<file path="config.mk">
export PLATFORM = sky130hd
export DESIGN_NAME = aof_top
export DESIGN_NICKNAME = d
export VERILOG_FILES = /design/src/design/aof_top.v /design/src/design/aof_accum.v
export VERILOG_INCLUDE_DIRS = /design/src /design/src/design
export SDC_FILE = /design/constraint.sdc
export NUM_CORES = 1
export LEC_CHECK = 0
export BUFFER_PORTS_ARGS = -buffer_cell sky130_fd_sc_hd__buf_4
export CAP_MARGIN = 20
export CORE_UTILIZATION = 35
export CTS_CLUSTER_DIAMETER = 120
export DETAILED_ROUTE_END_ITERATION = 7
export PLACE_DENSITY_LB_ADDON = 0.2
export SLEW_MARGIN = 25
export SYNTH_ARGS = -nofsm -noshare
export SYNTH_HDL_FRONTEND = slang
export SYNTH_SLANG_ARGS = --single-unit
</file>
<file path="constraint.sdc">
create_clock -name pclk -period 6.4 [get_ports pclk]
set_input_delay 1.28 -clock pclk [delete_from_list [all_inputs] [get_ports pclk]]
set_output_delay 1.28 -clock pclk [all_outputs]
set_load 0.01 [all_outputs]
</file>
<file path="src/design/aof_consts.vh">
// Constants for the ADC oversampling and averaging filter.
// Included by every filter design file; it holds definitions only.
`ifndef AOF_CONSTS_VH
`define AOF_CONSTS_VH

// APB byte addresses of the filter registers.
`define AOF_OFS_CONTROL      8'h00
`define AOF_OFS_RESULT       8'h04
`define AOF_OFS_IRQ_STATUS   8'h08
`define AOF_OFS_IRQ_MASK     8'h0C

// Field positions of the filter control register.
`define AOF_CTL_ON_BIT       15
`define AOF_CTL_MODE_HI      14
`define AOF_CTL_MODE_LO      13
`define AOF_CTL_RATIO_HI     12
`define AOF_CTL_RATIO_LO     10
`define AOF_CTL_IRQ_ON_BIT   9
`define AOF_CTL_READY_BIT    8
`define AOF_CTL_CHSEL_HI     4
`define AOF_CTL_CHSEL_LO     0

// Field positions of the interrupt status and mask registers.
`define AOF_IRQ_DONE_BIT     0
`define AOF_IRQ_OVER_BIT     1

// Filter mode codes.
`define AOF_MODE_OVERSAMPLE  2'h0
`define AOF_MODE_AVERAGE     2'h3

// Reset values.
`define AOF_RST_MODE         2'h0
`define AOF_RST_RATIO        3'h0
`define AOF_RST_CHSEL        5'h00
`define AOF_RST_RESULT       16'h0000
`define AOF_RST_IRQ          2'h0

// Widths of the data path.
`define AOF_SAMPLE_W         12
`define AOF_SUM_W            20
`define AOF_CNT_W            9

`endif

</file>
<file path="src/design/aof_top.v">
// Top of the ADC oversampling and averaging filter with its APB slave.
// Assumes conversion results arrive on pclk from ADC core logic, one strobe
// per result, tagged with the channel that produced them.
//
// Function
// - Filter accumulates only while filter_on, control bit 15, is one.
// - Clearing filter_on also clears the result-ready flag.
// - Mode 11 selects averaging, 00 oversampling; 01 and 10 reserved.
// - Oversampling code 110 sums 32 samples into a 12.3 result.
// - Oversampling code 100 sums 2 samples into a 12.1 result.
// - Oversampling code 000 sums 4 samples into a 12.1 result.
// - One oversampling code sums 256 samples into a 12.4 result.
// - One oversampling code sums 16 samples into a 12.2 result.
// - Ratio bits 12-10 select averaging over 2 to 256 samples.
// - filter_irq_on, bit 9, lets a ready result raise the interrupt.
// - Hardware sets the ready flag, bit 8, when a result completes.
`timescale 1ns/1ps
`include "aof_consts.vh"

module aof_top (
    input  wire                       pclk,
    input  wire                       presetn,
    input  wire                       psel,
    input  wire                       penable,
    input  wire                       pwrite,
    input  wire [7:0]                 paddr,
    input  wire [31:0]                pwdata,
    input  wire [3:0]                 pstrb,
    output reg  [31:0]                prdata,
    output reg                        pready,
    output reg                        pslverr,
    input  wire                       sample_valid,
    input  wire [`AOF_SAMPLE_W-1:0]   sample_data,
    input  wire [4:0]                 sample_channel,
    output reg                        irq
);

    // Control register fields.
    reg        filter_on_reg;
    reg [1:0]  mode_reg;
    reg [2:0]  ratio_select_reg;
    reg        filter_irq_on_reg;
    reg        ready_reg;
    reg        ready_next;
    reg [4:0]  filter_channel_select_reg;

    // Interrupt status and mask.
    reg [1:0]  irq_status_reg;
    reg [1:0]  irq_status_next;
    reg [1:0]  irq_mask_reg;

    // Decoded filter settings.
    reg [3:0]  log2_count;
    reg [3:0]  shift;
    reg        mode_legal;

    wire        access;
    wire        wr_en;
    wire        rd_result;
    wire        wr_control;
    wire        setup;
    wire        run;
    wire        take_sample;
    wire        acc_clear;
    wire        acc_done;
    wire [15:0] filter_result_word;
    wire [15:0] control_word;
    wire        addr_mapped;
    wire        wr_ctl_hi;
    wire        wr_ctl_lo;
    wire        wr_status;
    wire        wr_mask;
    wire        rd_setup;
    wire        chan_match;

    // Every transfer ends in its first access cycle, so access needs pready.
    assign setup  = psel & ~penable;
    assign access = psel & penable & pready;
    assign wr_en  = access & pwrite;
    assign rd_result  = access & ~pwrite & (paddr == `AOF_OFS_RESULT);
    assign rd_setup   = setup & ~pwrite;

    // One strobe per writable byte lane; a lane that is off keeps its bits.
    assign wr_ctl_hi = wr_en & (paddr == `AOF_OFS_CONTROL) & pstrb[1];
    assign wr_ctl_lo = wr_en & (paddr == `AOF_OFS_CONTROL) & pstrb[0];
    assign wr_status = wr_en & (paddr == `AOF_OFS_IRQ_STATUS) & pstrb[0];
    assign wr_mask   = wr_en & (paddr == `AOF_OFS_IRQ_MASK) & pstrb[0];
    assign wr_control = wr_ctl_hi | wr_ctl_lo;

    // Unmapped words answer with an error, read as zero and drop writes.
    assign addr_mapped = (paddr == `AOF_OFS_CONTROL)    |
                         (paddr == `AOF_OFS_RESULT)     |
                         (paddr == `AOF_OFS_IRQ_STATUS) |
                         (paddr == `AOF_OFS_IRQ_MASK);

    // Bits 7 to 5 are not implemented and always read back as zero.
    assign control_word = {filter_on_reg,
                           mode_reg,
                           ratio_select_reg,
                           filter_irq_on_reg,
                           ready_reg,
                           3'h0,
                           filter_channel_select_reg};

    // Ratio and mode decode into a sample count and a final right shift.
    always @* begin
        log2_count = 4'h1;
        shift      = 4'h0;
        mode_legal = 1'b0;
        case (mode_reg)
            `AOF_MODE_OVERSAMPLE: begin
                mode_legal = 1'b1;
                case (ratio_select_reg)
                    3'h0: begin
                        log2_count = 4'h2;
                        shift      = 4'h1;
                    end
                    3'h1: begin
                        log2_count = 4'h4;
                        shift      = 4'h2;
                    end
                    3'h2: begin
                        log2_count = 4'h6;
                        shift      = 4'h3;
                    end
                    3'h3: begin
                        log2_count = 4'h8;
                        shift      = 4'h4;
                    end
                    3'h4: begin
                        log2_count = 4'h1;
                        shift      = 4'h0;
                    end
                    3'h5: begin
                        log2_count = 4'h3;
                        shift      = 4'h1;
                    end
                    3'h6: begin
                        log2_count = 4'h5;
                        shift      = 4'h2;
                    end
                    3'h7: begin
                        log2_count = 4'h7;
                        shift      = 4'h3;
                    end
                    default: begin
                        // All eight codes are listed above.
                        log2_count = 4'h1;
                        shift      = 4'h0;
                    end
                endcase
            end
            `AOF_MODE_AVERAGE: begin
                // The average keeps the 12-bit integer part only.
                mode_legal = 1'b1;
                log2_count = {1'b0, ratio_select_reg} + 4'h1;
                shift      = {1'b0, ratio_select_reg} + 4'h1;
            end
            default: begin
                // A reserved mode leaves the filter idle rather than guessing
                // at a scaling that software never asked for.
                mode_legal = 1'b0;
            end
        endcase
    end

    // Filter off and a reserved mode both hold the sum at zero, so every
    // restart begins from an empty block.
    assign run         = filter_on_reg & mode_legal;
    // Results of other channels pass by; only the selected one is summed.
    assign chan_match  = (sample_channel == filter_channel_select_reg);
    assign take_sample = run & sample_valid & chan_match;
    // Any control write that strobes byte lane 0 or 1 restarts the sum so one block never mixes settings.
    assign acc_clear   = ~run | wr_control;

    // The done pulse comes one cycle after the last sample is taken; ready
    // and status follow one cycle later and the pin one cycle after that,
    // so software polling ready never sees a result half written.
    aof_accum u_accum (
        .pclk         (pclk),
        .presetn      (presetn),
        .clear        (acc_clear),
        .sample_valid (take_sample),
        .sample_data  (sample_data),
        .log2_count   (log2_count),
        .shift        (shift),
        .done         (acc_done),
        .result       (filter_result_word)
    );

    // Ready flag: set by a finished result, cleared by reading the result
    // word, forced clear while the filter is off. A set wins over a read.
    always @* begin
        ready_next = ready_reg;
        if (rd_result) begin
            ready_next = 1'b0;
        end
        if (acc_done) begin
            ready_next = 1'b1;
        end
        if (!filter_on_reg) begin
            ready_next = 1'b0;
        end
    end

    // Sticky events: done, and overrun when a result lands while the last
    // one was still unread. Write one to clear; a new event wins.
    always @* begin
        irq_status_next = irq_status_reg;
        if (wr_status) begin
            irq_status_next = irq_status_reg & ~pwdata[1:0];
        end
        if (acc_done) begin
            irq_status_next[`AOF_IRQ_DONE_BIT] = 1'b1;
            if (ready_reg && !rd_result) begin
                irq_status_next[`AOF_IRQ_OVER_BIT] = 1'b1;
            end
        end
    end

    // Control register and the hardware-managed ready bit.
    always @(posedge pclk or negedge presetn) begin
        if (!presetn) begin
            filter_on_reg             <= 1'b0;
            mode_reg                  <= `AOF_RST_MODE;
            ratio_select_reg          <= `AOF_RST_RATIO;
            filter_irq_on_reg         <= 1'b0;
            filter_channel_select_reg <= `AOF_RST_CHSEL;
            ready_reg                 <= 1'b0;
        end else begin
            ready_reg <= ready_next;
            // The ready bit and bits 7 to 5 take no write.
            if (wr_ctl_hi) begin
                filter_on_reg     <= pwdata[`AOF_CTL_ON_BIT];
                mode_reg          <= pwdata[`AOF_CTL_MODE_HI:
                                            `AOF_CTL_MODE_LO];
                ratio_select_reg  <= pwdata[`AOF_CTL_RATIO_HI:
                                            `AOF_CTL_RATIO_LO];
                filter_irq_on_reg <= pwdata[`AOF_CTL_IRQ_ON_BIT];
            end
            if (wr_ctl_lo) begin
                filter_channel_select_reg <=
                    pwdata[`AOF_CTL_CHSEL_HI:`AOF_CTL_CHSEL_LO];
            end
        end
    end

    // Interrupt status, mask and the level output.
    always @(posedge pclk or negedge presetn) begin
        if (!presetn) begin
            irq_status_reg <= `AOF_RST_IRQ;
            irq_mask_reg   <= `AOF_RST_IRQ;
            irq            <= 1'b0;
        end else begin
            irq_status_reg <= irq_status_next;
            if (wr_mask) begin
                irq_mask_reg <= pwdata[1:0];
            end
            // Registered so the pin is glitch free; it trails status by one.
            irq <= filter_irq_on_reg &
                   (|(irq_status_reg & irq_mask_reg));
        end
    end

    // APB slave: data and response are prepared in the setup cycle, so each
    // transfer finishes after exactly one access cycle with no wait.
    always @(posedge pclk or negedge presetn) begin
        if (!presetn) begin
            pready  <= 1'b0;
            pslverr <= 1'b0;
            prdata  <= 32'h00000000;
        end else begin
            pready  <= setup;
            pslverr <= setup & ~addr_mapped;
            if (rd_setup) begin
                case (paddr)
                    `AOF_OFS_CONTROL: begin
                        prdata <= {16'h0000, control_word};
                    end
                    `AOF_OFS_RESULT: begin
                        prdata <= {16'h0000, filter_result_word};
                    end
                    `AOF_OFS_IRQ_STATUS: begin
                        prdata <= {30'h00000000, irq_status_reg};
                    end
                    `AOF_OFS_IRQ_MASK: begin
                        prdata <= {30'h00000000, irq_mask_reg};
                    end
                    default: begin
                        prdata <= 32'h00000000;
                    end
                endcase
            end else if (access) begin
                // Back to zero after the access, so no stale word lingers.
                prdata <= 32'h00000000;
            end
        end
    end

endmodule

</file>
<file path="src/design/aof_accum.v">
// Accumulator and scaler of the oversampling and averaging filter.
// Assumes one sample strobe per cycle at most, on the same clock, and a
// log2 count of 1 to 8 samples from the parent.
`timescale 1ns/1ps
`include "aof_consts.vh"

module aof_accum (
    input  wire                       pclk,
    input  wire                       presetn,
    input  wire                       clear,
    input  wire                       sample_valid,
    input  wire [`AOF_SAMPLE_W-1:0]   sample_data,
    input  wire [3:0]                 log2_count,
    input  wire [3:0]                 shift,
    output reg                        done,
    output reg  [15:0]                result
);

    reg  [`AOF_SUM_W-1:0] sum_reg;
    reg  [`AOF_CNT_W-1:0] cnt_reg;
    wire [`AOF_SUM_W-1:0] sum_new;
    wire [`AOF_SUM_W-1:0] sum_scaled;
    wire [`AOF_CNT_W-1:0] cnt_last;

    assign sum_new    = sum_reg + {8'h00, sample_data};
    assign sum_scaled = sum_new >> shift;
    assign cnt_last   = (9'h001 << log2_count) - 9'h001;

    always @(posedge pclk or negedge presetn) begin
        if (!presetn) begin
            sum_reg <= 20'h00000;
            cnt_reg <= 9'h000;
            done    <= 1'b0;
            result  <= `AOF_RST_RESULT;
        end else if (clear) begin
            sum_reg <= 20'h00000;
            cnt_reg <= 9'h000;
            done    <= 1'b0;
        end else begin
            done <= 1'b0;
            if (sample_valid) begin
                if (cnt_reg == cnt_last) begin
                    // The scaled sum is stored and a new block starts.
                    result  <= sum_scaled[15:0];
                    sum_reg <= 20'h00000;
                    cnt_reg <= 9'h000;
                    done    <= 1'b1;
                end else begin
                    sum_reg <= sum_new;
                    cnt_reg <= cnt_reg + 9'h001;
                end
            end
        end
    end

endmodule

</file>
[Word-level counts from Yosys, hierarchy flattened]
Memory sizes are Yosys's and may differ from the RTL's.
Index checks and enable logic that the tools add are counted.
Word-level totals
  register bits: 98
  word-level logic and storage cells: 94
  bits in read-only memories: 56
  memories kept: 1
Memories
  (no name shown): words 8, width 7, read ports 1, clocked after Yosys merged registers in 0, write ports 0, RTL line aof_top.v:113  | case (ratio_select_reg)
Cells by class
  bitwise operators: 32
  eq/ne operators: 7
  reductions and logical operators: 10
  multiplexer cells: 21
  shift operators: 2
  add/subtract/negate cells: 4
Operators with widths (count)
  2-to-1 mux 32 bit: 2
  case mux 16 bit (4 select lines): 1
  2-to-1 mux 20 bit: 3
  2-to-1 mux 9 bit: 3
  adder 20 x 12 -> 20 bit: 1
  >> shifter 20 x 4 -> 16 bit: 1
  bitwise AND 1 bit: 19
  == test 8 x 4 -> 1 bit (second input constant): 2
  case mux 4 bit (2 select lines): 2
  adder 9 x 1 -> 9 bit (second input constant): 1
  == test 9 bit: 1
  left shift 1 x 4 -> 9 bit (first input constant): 1
  subtractor 9 x 1 -> 9 bit (second input constant): 1
  == test 8 x 3 -> 1 bit (second input constant): 1
  logical NOT 8 bit: 1
  2-to-1 mux 1 bit: 8
  nonzero test 2 bit: 3
  == test 5 bit: 1
  inverter 1 bit: 5
  bitwise OR 1 bit: 5
  adder 3 x 1 -> 4 bit (second input constant): 1
  bitwise AND 2 bit: 2
  2-to-1 mux 2 bit: 2
  OR reduction 2 bit: 2
  7 further kinds: 7

[Depth between registers and ports, before layout]
  depth in word-level cells: 9
  depth in mapped cells: 16
  depth with buffers taken out: 14

[By module]
Synthesis repeated with hierarchy kept, for this count alone.
Unflattened totals
  cells, all modules: 717
  area, all modules: 6382.4 um^2
By module, submodules not included
  aof_accum: seq. area each 1151.1 um^2, area each 4354.2 um^2, cells an instance 546, times used 1
  aof_top: seq. area each 900.9 um^2, area each 2028.2 um^2, cells an instance 171, times used 1

[Worst setup path before layout]
No wires, ideal clock.
  kind: in2reg
  start point: input port sample_data[0]
  end point: register u_accum.result[9]
  stages on the path: 12
  data arrival time: 3932 ps
  slack: 2340 ps
  cell sequence: ha_1 > inv_1 > fa_1 > nand2b_1 > a21oi_1 > o21ai_1 > a2111oi_0 > xnor2_1 > a22oi_1 > o21ai_0 > o221ai_1 > mux2_1
On the way
  word-level cells in the longest chain between the ends: 2
Ends and longest elaborated chain
  from (decl): RTL line aof_top.v:33  | input wire [`AOF_SAMPLE_W-1:0] sample_data,
  adder 20 x 12 -> 20 bit: RTL line aof_accum.v:25  | assign sum_new = sum_reg + {8'h00, sample_data};
  >> shifter 20 x 4 -> 16 bit: RTL line aof_accum.v:26  | assign sum_scaled = sum_new >> shift;
  to (signal assigned): RTL line aof_accum.v:34  | result <= `AOF_RST_RESULT;
  to (signal assigned): RTL line aof_accum.v:44  | result <= sum_scaled[15:0];
  to (decl): RTL line aof_accum.v:16  | output reg [15:0] result
No other way between the ends.
A chain may end at the register's enable or synchronous reset.

[Final worst setup path]
  start point: input port sample_data[3]
  end point: register u_accum.result[0]
The elaborated chain is that of the path after synthesis.

==> results by group <==
Status
  – Outcome: completed

Min path
  – Hold_sp: prdata[9]$_DFFE_PN0P_
  – Hold path cells: 2
  – Tightest Hold Check Type: reg -> reg
  – Hold endpoint: prdata[9]$_DFFE_PN0P_

STA
  – Rel. slew slack: 39.04%
  – Setup-failing EPs final: 0
  – Setup TNS Final: 0 ns
  – Worst slew pin tran: 0.9144 ns
  – Final Max Slew Viols: 0
  – RSZ-0062 raised after global routing: no
  – Worst Clk Skew: 0.008666 ns
  – Final Cycle Share: 69.71%
  – Min cycle time layout: 4.461 ns
  – Final hold vios: 0
  – Highest Clock Rate: 224.2 MHz

Critical path
  – Crit Path Category: in -> reg
  – Worst Path Max Fanout: 4
  – Top Family by Delay on Critical Path: compound AO/OA/AOI/OAI gates
  – WP data required: 6.63 ns
  – Most frequent CP cell: o21ai_0
  – Setup crit start kind: input pin
  – Reg-to-reg endpoint: u_accum.result[1]$_DFFE_PN0P_
  – Worst setup EP type: flop
  – Worst R2R Setup Slack: 2.02 ns
  – Critical-path cell list: buf_4, ha_1, o211ai_1, o21ai_0, a21oi_1, o21ai_0, xnor2_1, mux2i_1, o21ai_0, o21ai_0, mux2_1
  – Worst R2R Start: mode_reg[0]$_DFFE_PN0P_
  – Slowest stage delay, CP: 0.64 ns
  – Worst Reg-to-Reg Cells: 13
  – Critical Path AT: 4.69 ns
  – WP buf/inv: 1
  – Worst path slowest cell: o21ai_0

Floorplanning
  – Initial Util: 35.72%
  – I/O pin count: 102
  – Die area: 0.01739 mm^2
  – Chip width: 131.9 um
  – Placeable Area: 0.01652 mm^2
  – Row count: 47
  – Die Span Y: 131.9 um

Clocking
  – Worst-path clk slew: 0.06 ns
  – Post-CTS resize count: 0
  – Setup Buffers After CTS: 0
  – H-tree levels: 3
  – Clk root buf: clkbuf_16
  – Clock Latency Late Sink: 0.35 ns
  – CTS Buffer Depth: 2
  – TritonCTS clock tree: done
  – TritonCTS Buffers: 9
  – CTS Sinks: 82
  – Hold_buf cts: 0

Drt
  – Initial detailed-routing violation count: 344
  – Detailed Route WL: 16810 um
  – Routed Antenna Nets: 0
  – Initial DRT Pass Iterations: 5
  – Post-route DRC: 0
  – DR vias/cell: 5.775
  – Vias: 5509
  – Routed WL per cell: 17.62 um

Yosys
  – Ys async rst share: 100.0%
  – Post-synth top area cell: dfrtp_1
  – Most frequent cell after synthesis: nand2_1
  – Ys flop type: dfrtp_1
  – Synth Area in Simple Gates: 18.52%
  – Post-Synth Adder-Cell Area: 4.154%
  – Number of synthesized flops with an enable pin: 0
  – Synth Area in XOR/XNOR: 4.154%
  – Synth top area share: 34.76%
  – Mapped Area: 0.005903 mm^2
  – Syn Inst Count: 683
  – Synthesis warning total: 0
  – Library cells used by synthesis: 70
  – Combinational family with the most area after synthesis: compound AO/OA/AOI/OAI gates
  – Flip-flop and latch count after synthesis: 82
  – Mapped Avg Cell Area: 8.643 um^2
  – Most frequent cells after synthesis: nand2_1, dfrtp_1, o21ai_0
  – Synth top area cells: dfrtp_1, nand2_1, o21ai_0
  – Synth Area in Compound Gates: 25.88%
  – Sequential cell area fraction in the yosys report: 34.76%
  – Mux cell area share after synthesis: 6.867%

Pwr
  – PwrDens: 162.5 mW/mm^2
  – Peak supply drop: 0.0001219 V
  – Leak: 2.991 nW

GRT
  – Met3 Resource Use GR: 3.691%
  – Grt met2 use: 32.54%
  – GRT Residual Overflow: 0
  – Vias in the first global route: 5312
  – All-Layer GR Usage: 19.96%
  – Met1 usage: 26.73%
  – Top Usage Layer GRT: met2
  – Largest net degree at the start of global routing: 54
  – Initial antenna violation count: 0
  – First-pass GRT wire length: 27630 um

Cells and area
  – Area growth from synthesis to final layout: 15.05%
  – Flip-flop count of the largest register after layout: 20
  – # diodes: 0
  – Share of cells above drive strength 1: 16.08%
  – Nets@finish: 815
  – Layout fillers: 1646
  – Storage element area: 0.002052 mm^2
  – Final core occ: 41.10%
  – Multi-input gate area: 0.003600 mm^2

Placement
  – RePlAce Congestion: 0.8650
  – Hpwl dp: 12540 um
  – Buffers on Ports: 63

Job
  – Max-Cap Viols: 0
-- metal layers --
layer  part of all wire, %  wire (um)  vias to the layer above
li1                      -          -                     2617
met1                    46       7680                     2707
met2                    47       7884                      166
met3                   5.7        959                       19
met4                   1.7        281                        0
met5                     0          0                        -
-- tightest hold or removal path, cell delays in order, from the launching register on --
cell and delay [ns]:
dfrtp_1 0.35, nand2_1 0.04, o21ai_0 0.06
-- stage by stage --
stage | setup WS (ns) | instance area (um^2) | hold slack (ns) | std cells | power (W)
detailed placement | 1.592 | 6520 | 0.4791 | 938 | 0.0006219
CTS | 1.956 | 6792 | 0.4933 | 954 | 0.001119
global placement | 1.642 | 6510 | 0.4711 | 938 | 0.0006212
floorplan | 2.340 | 5959 | 0.4501 | 698 | 0.0005809
finish | 1.939 | 6792 | 0.4838 | 954 | 0.001104
global route | 1.656 | 6792 | 0.5218 | 954 | 0.001148
-- logic make-up (layout without fill, tap and decap cells) --
| logic type | after synthesis | count (layout) |
|---|---|---|
| AO/OA/AOI/OAI | 225 | 225 |
| AND/OR/NAND/NOR | 225 | 225 |
| flip-flops | 82 | 82 |
| buffers and inverters | 68 | 104 |
| multiplexers | 35 | 35 |
| XOR/XNOR | 28 | 28 |
| adder cells (fa/ha/maj) | 19 | 19 |
| other | 1 | 16 |
-- cell type report --
class                   instances  area share (%)
repair buffers                 70           7.738
inverters                      18          0.9948
flip-flops and latches         82           30.21
clock inverters                 6          0.6264
clock buffers                  10           3.371
well taps                     220           4.053
multi-input cells             548           53.00
-- worst max path at each step --
stage	start	cells after the start	end
floorplan	sample_data[0]	12	u_accum.result[9]$_DFFE_PN0P_
global placement	sample_data[4]	11	u_accum.result[8]$_DFFE_PN0P_
detailed placement	sample_data[0]	13	u_accum.result[1]$_DFFE_PN0P_
CTS	sample_data[0]	13	u_accum.result[1]$_DFFE_PN0P_
global route	mode_reg[1]$_DFFE_PN0P_	13	u_accum.result[2]$_DFFE_PN0P_
finish	sample_data[3]	11	u_accum.result[0]$_DFFE_PN0P_
-- placed cells by master, fill, tap and decap left out, types with 13 or more instances in the layout --
| cell type | instances |
|---|---|
| ha_1 | 18 |
| mux2_2 | 13 |
| nor2_1 | 40 |
| a21oi_1 | 43 |
| xnor2_1 | 19 |
| o21ai_0 | 55 |
| nand2_1 | 86 |
| a22oi_1 | 17 |
| buf_4 | 70 |
| inv_1 | 18 |
| a211oi_1 | 24 |
| a22o_1 | 16 |
| nand3_1 | 26 |
| dfrtp_1 | 82 |
| conb_1 | 16 |
-- report_power, final --
part | internal [W] | leakage [nW] | switching (W)
Sequential | 0.000519 | 1.13 | 0.000000574
Clock | 0.000264 | 0.129 | 0.000228
Combinational | 0.0000360 | 1.73 | 0.0000564
Total | 0.000819 | 2.99 | 0.000285
No activity file was read; power rests on OpenSTA's default activity.
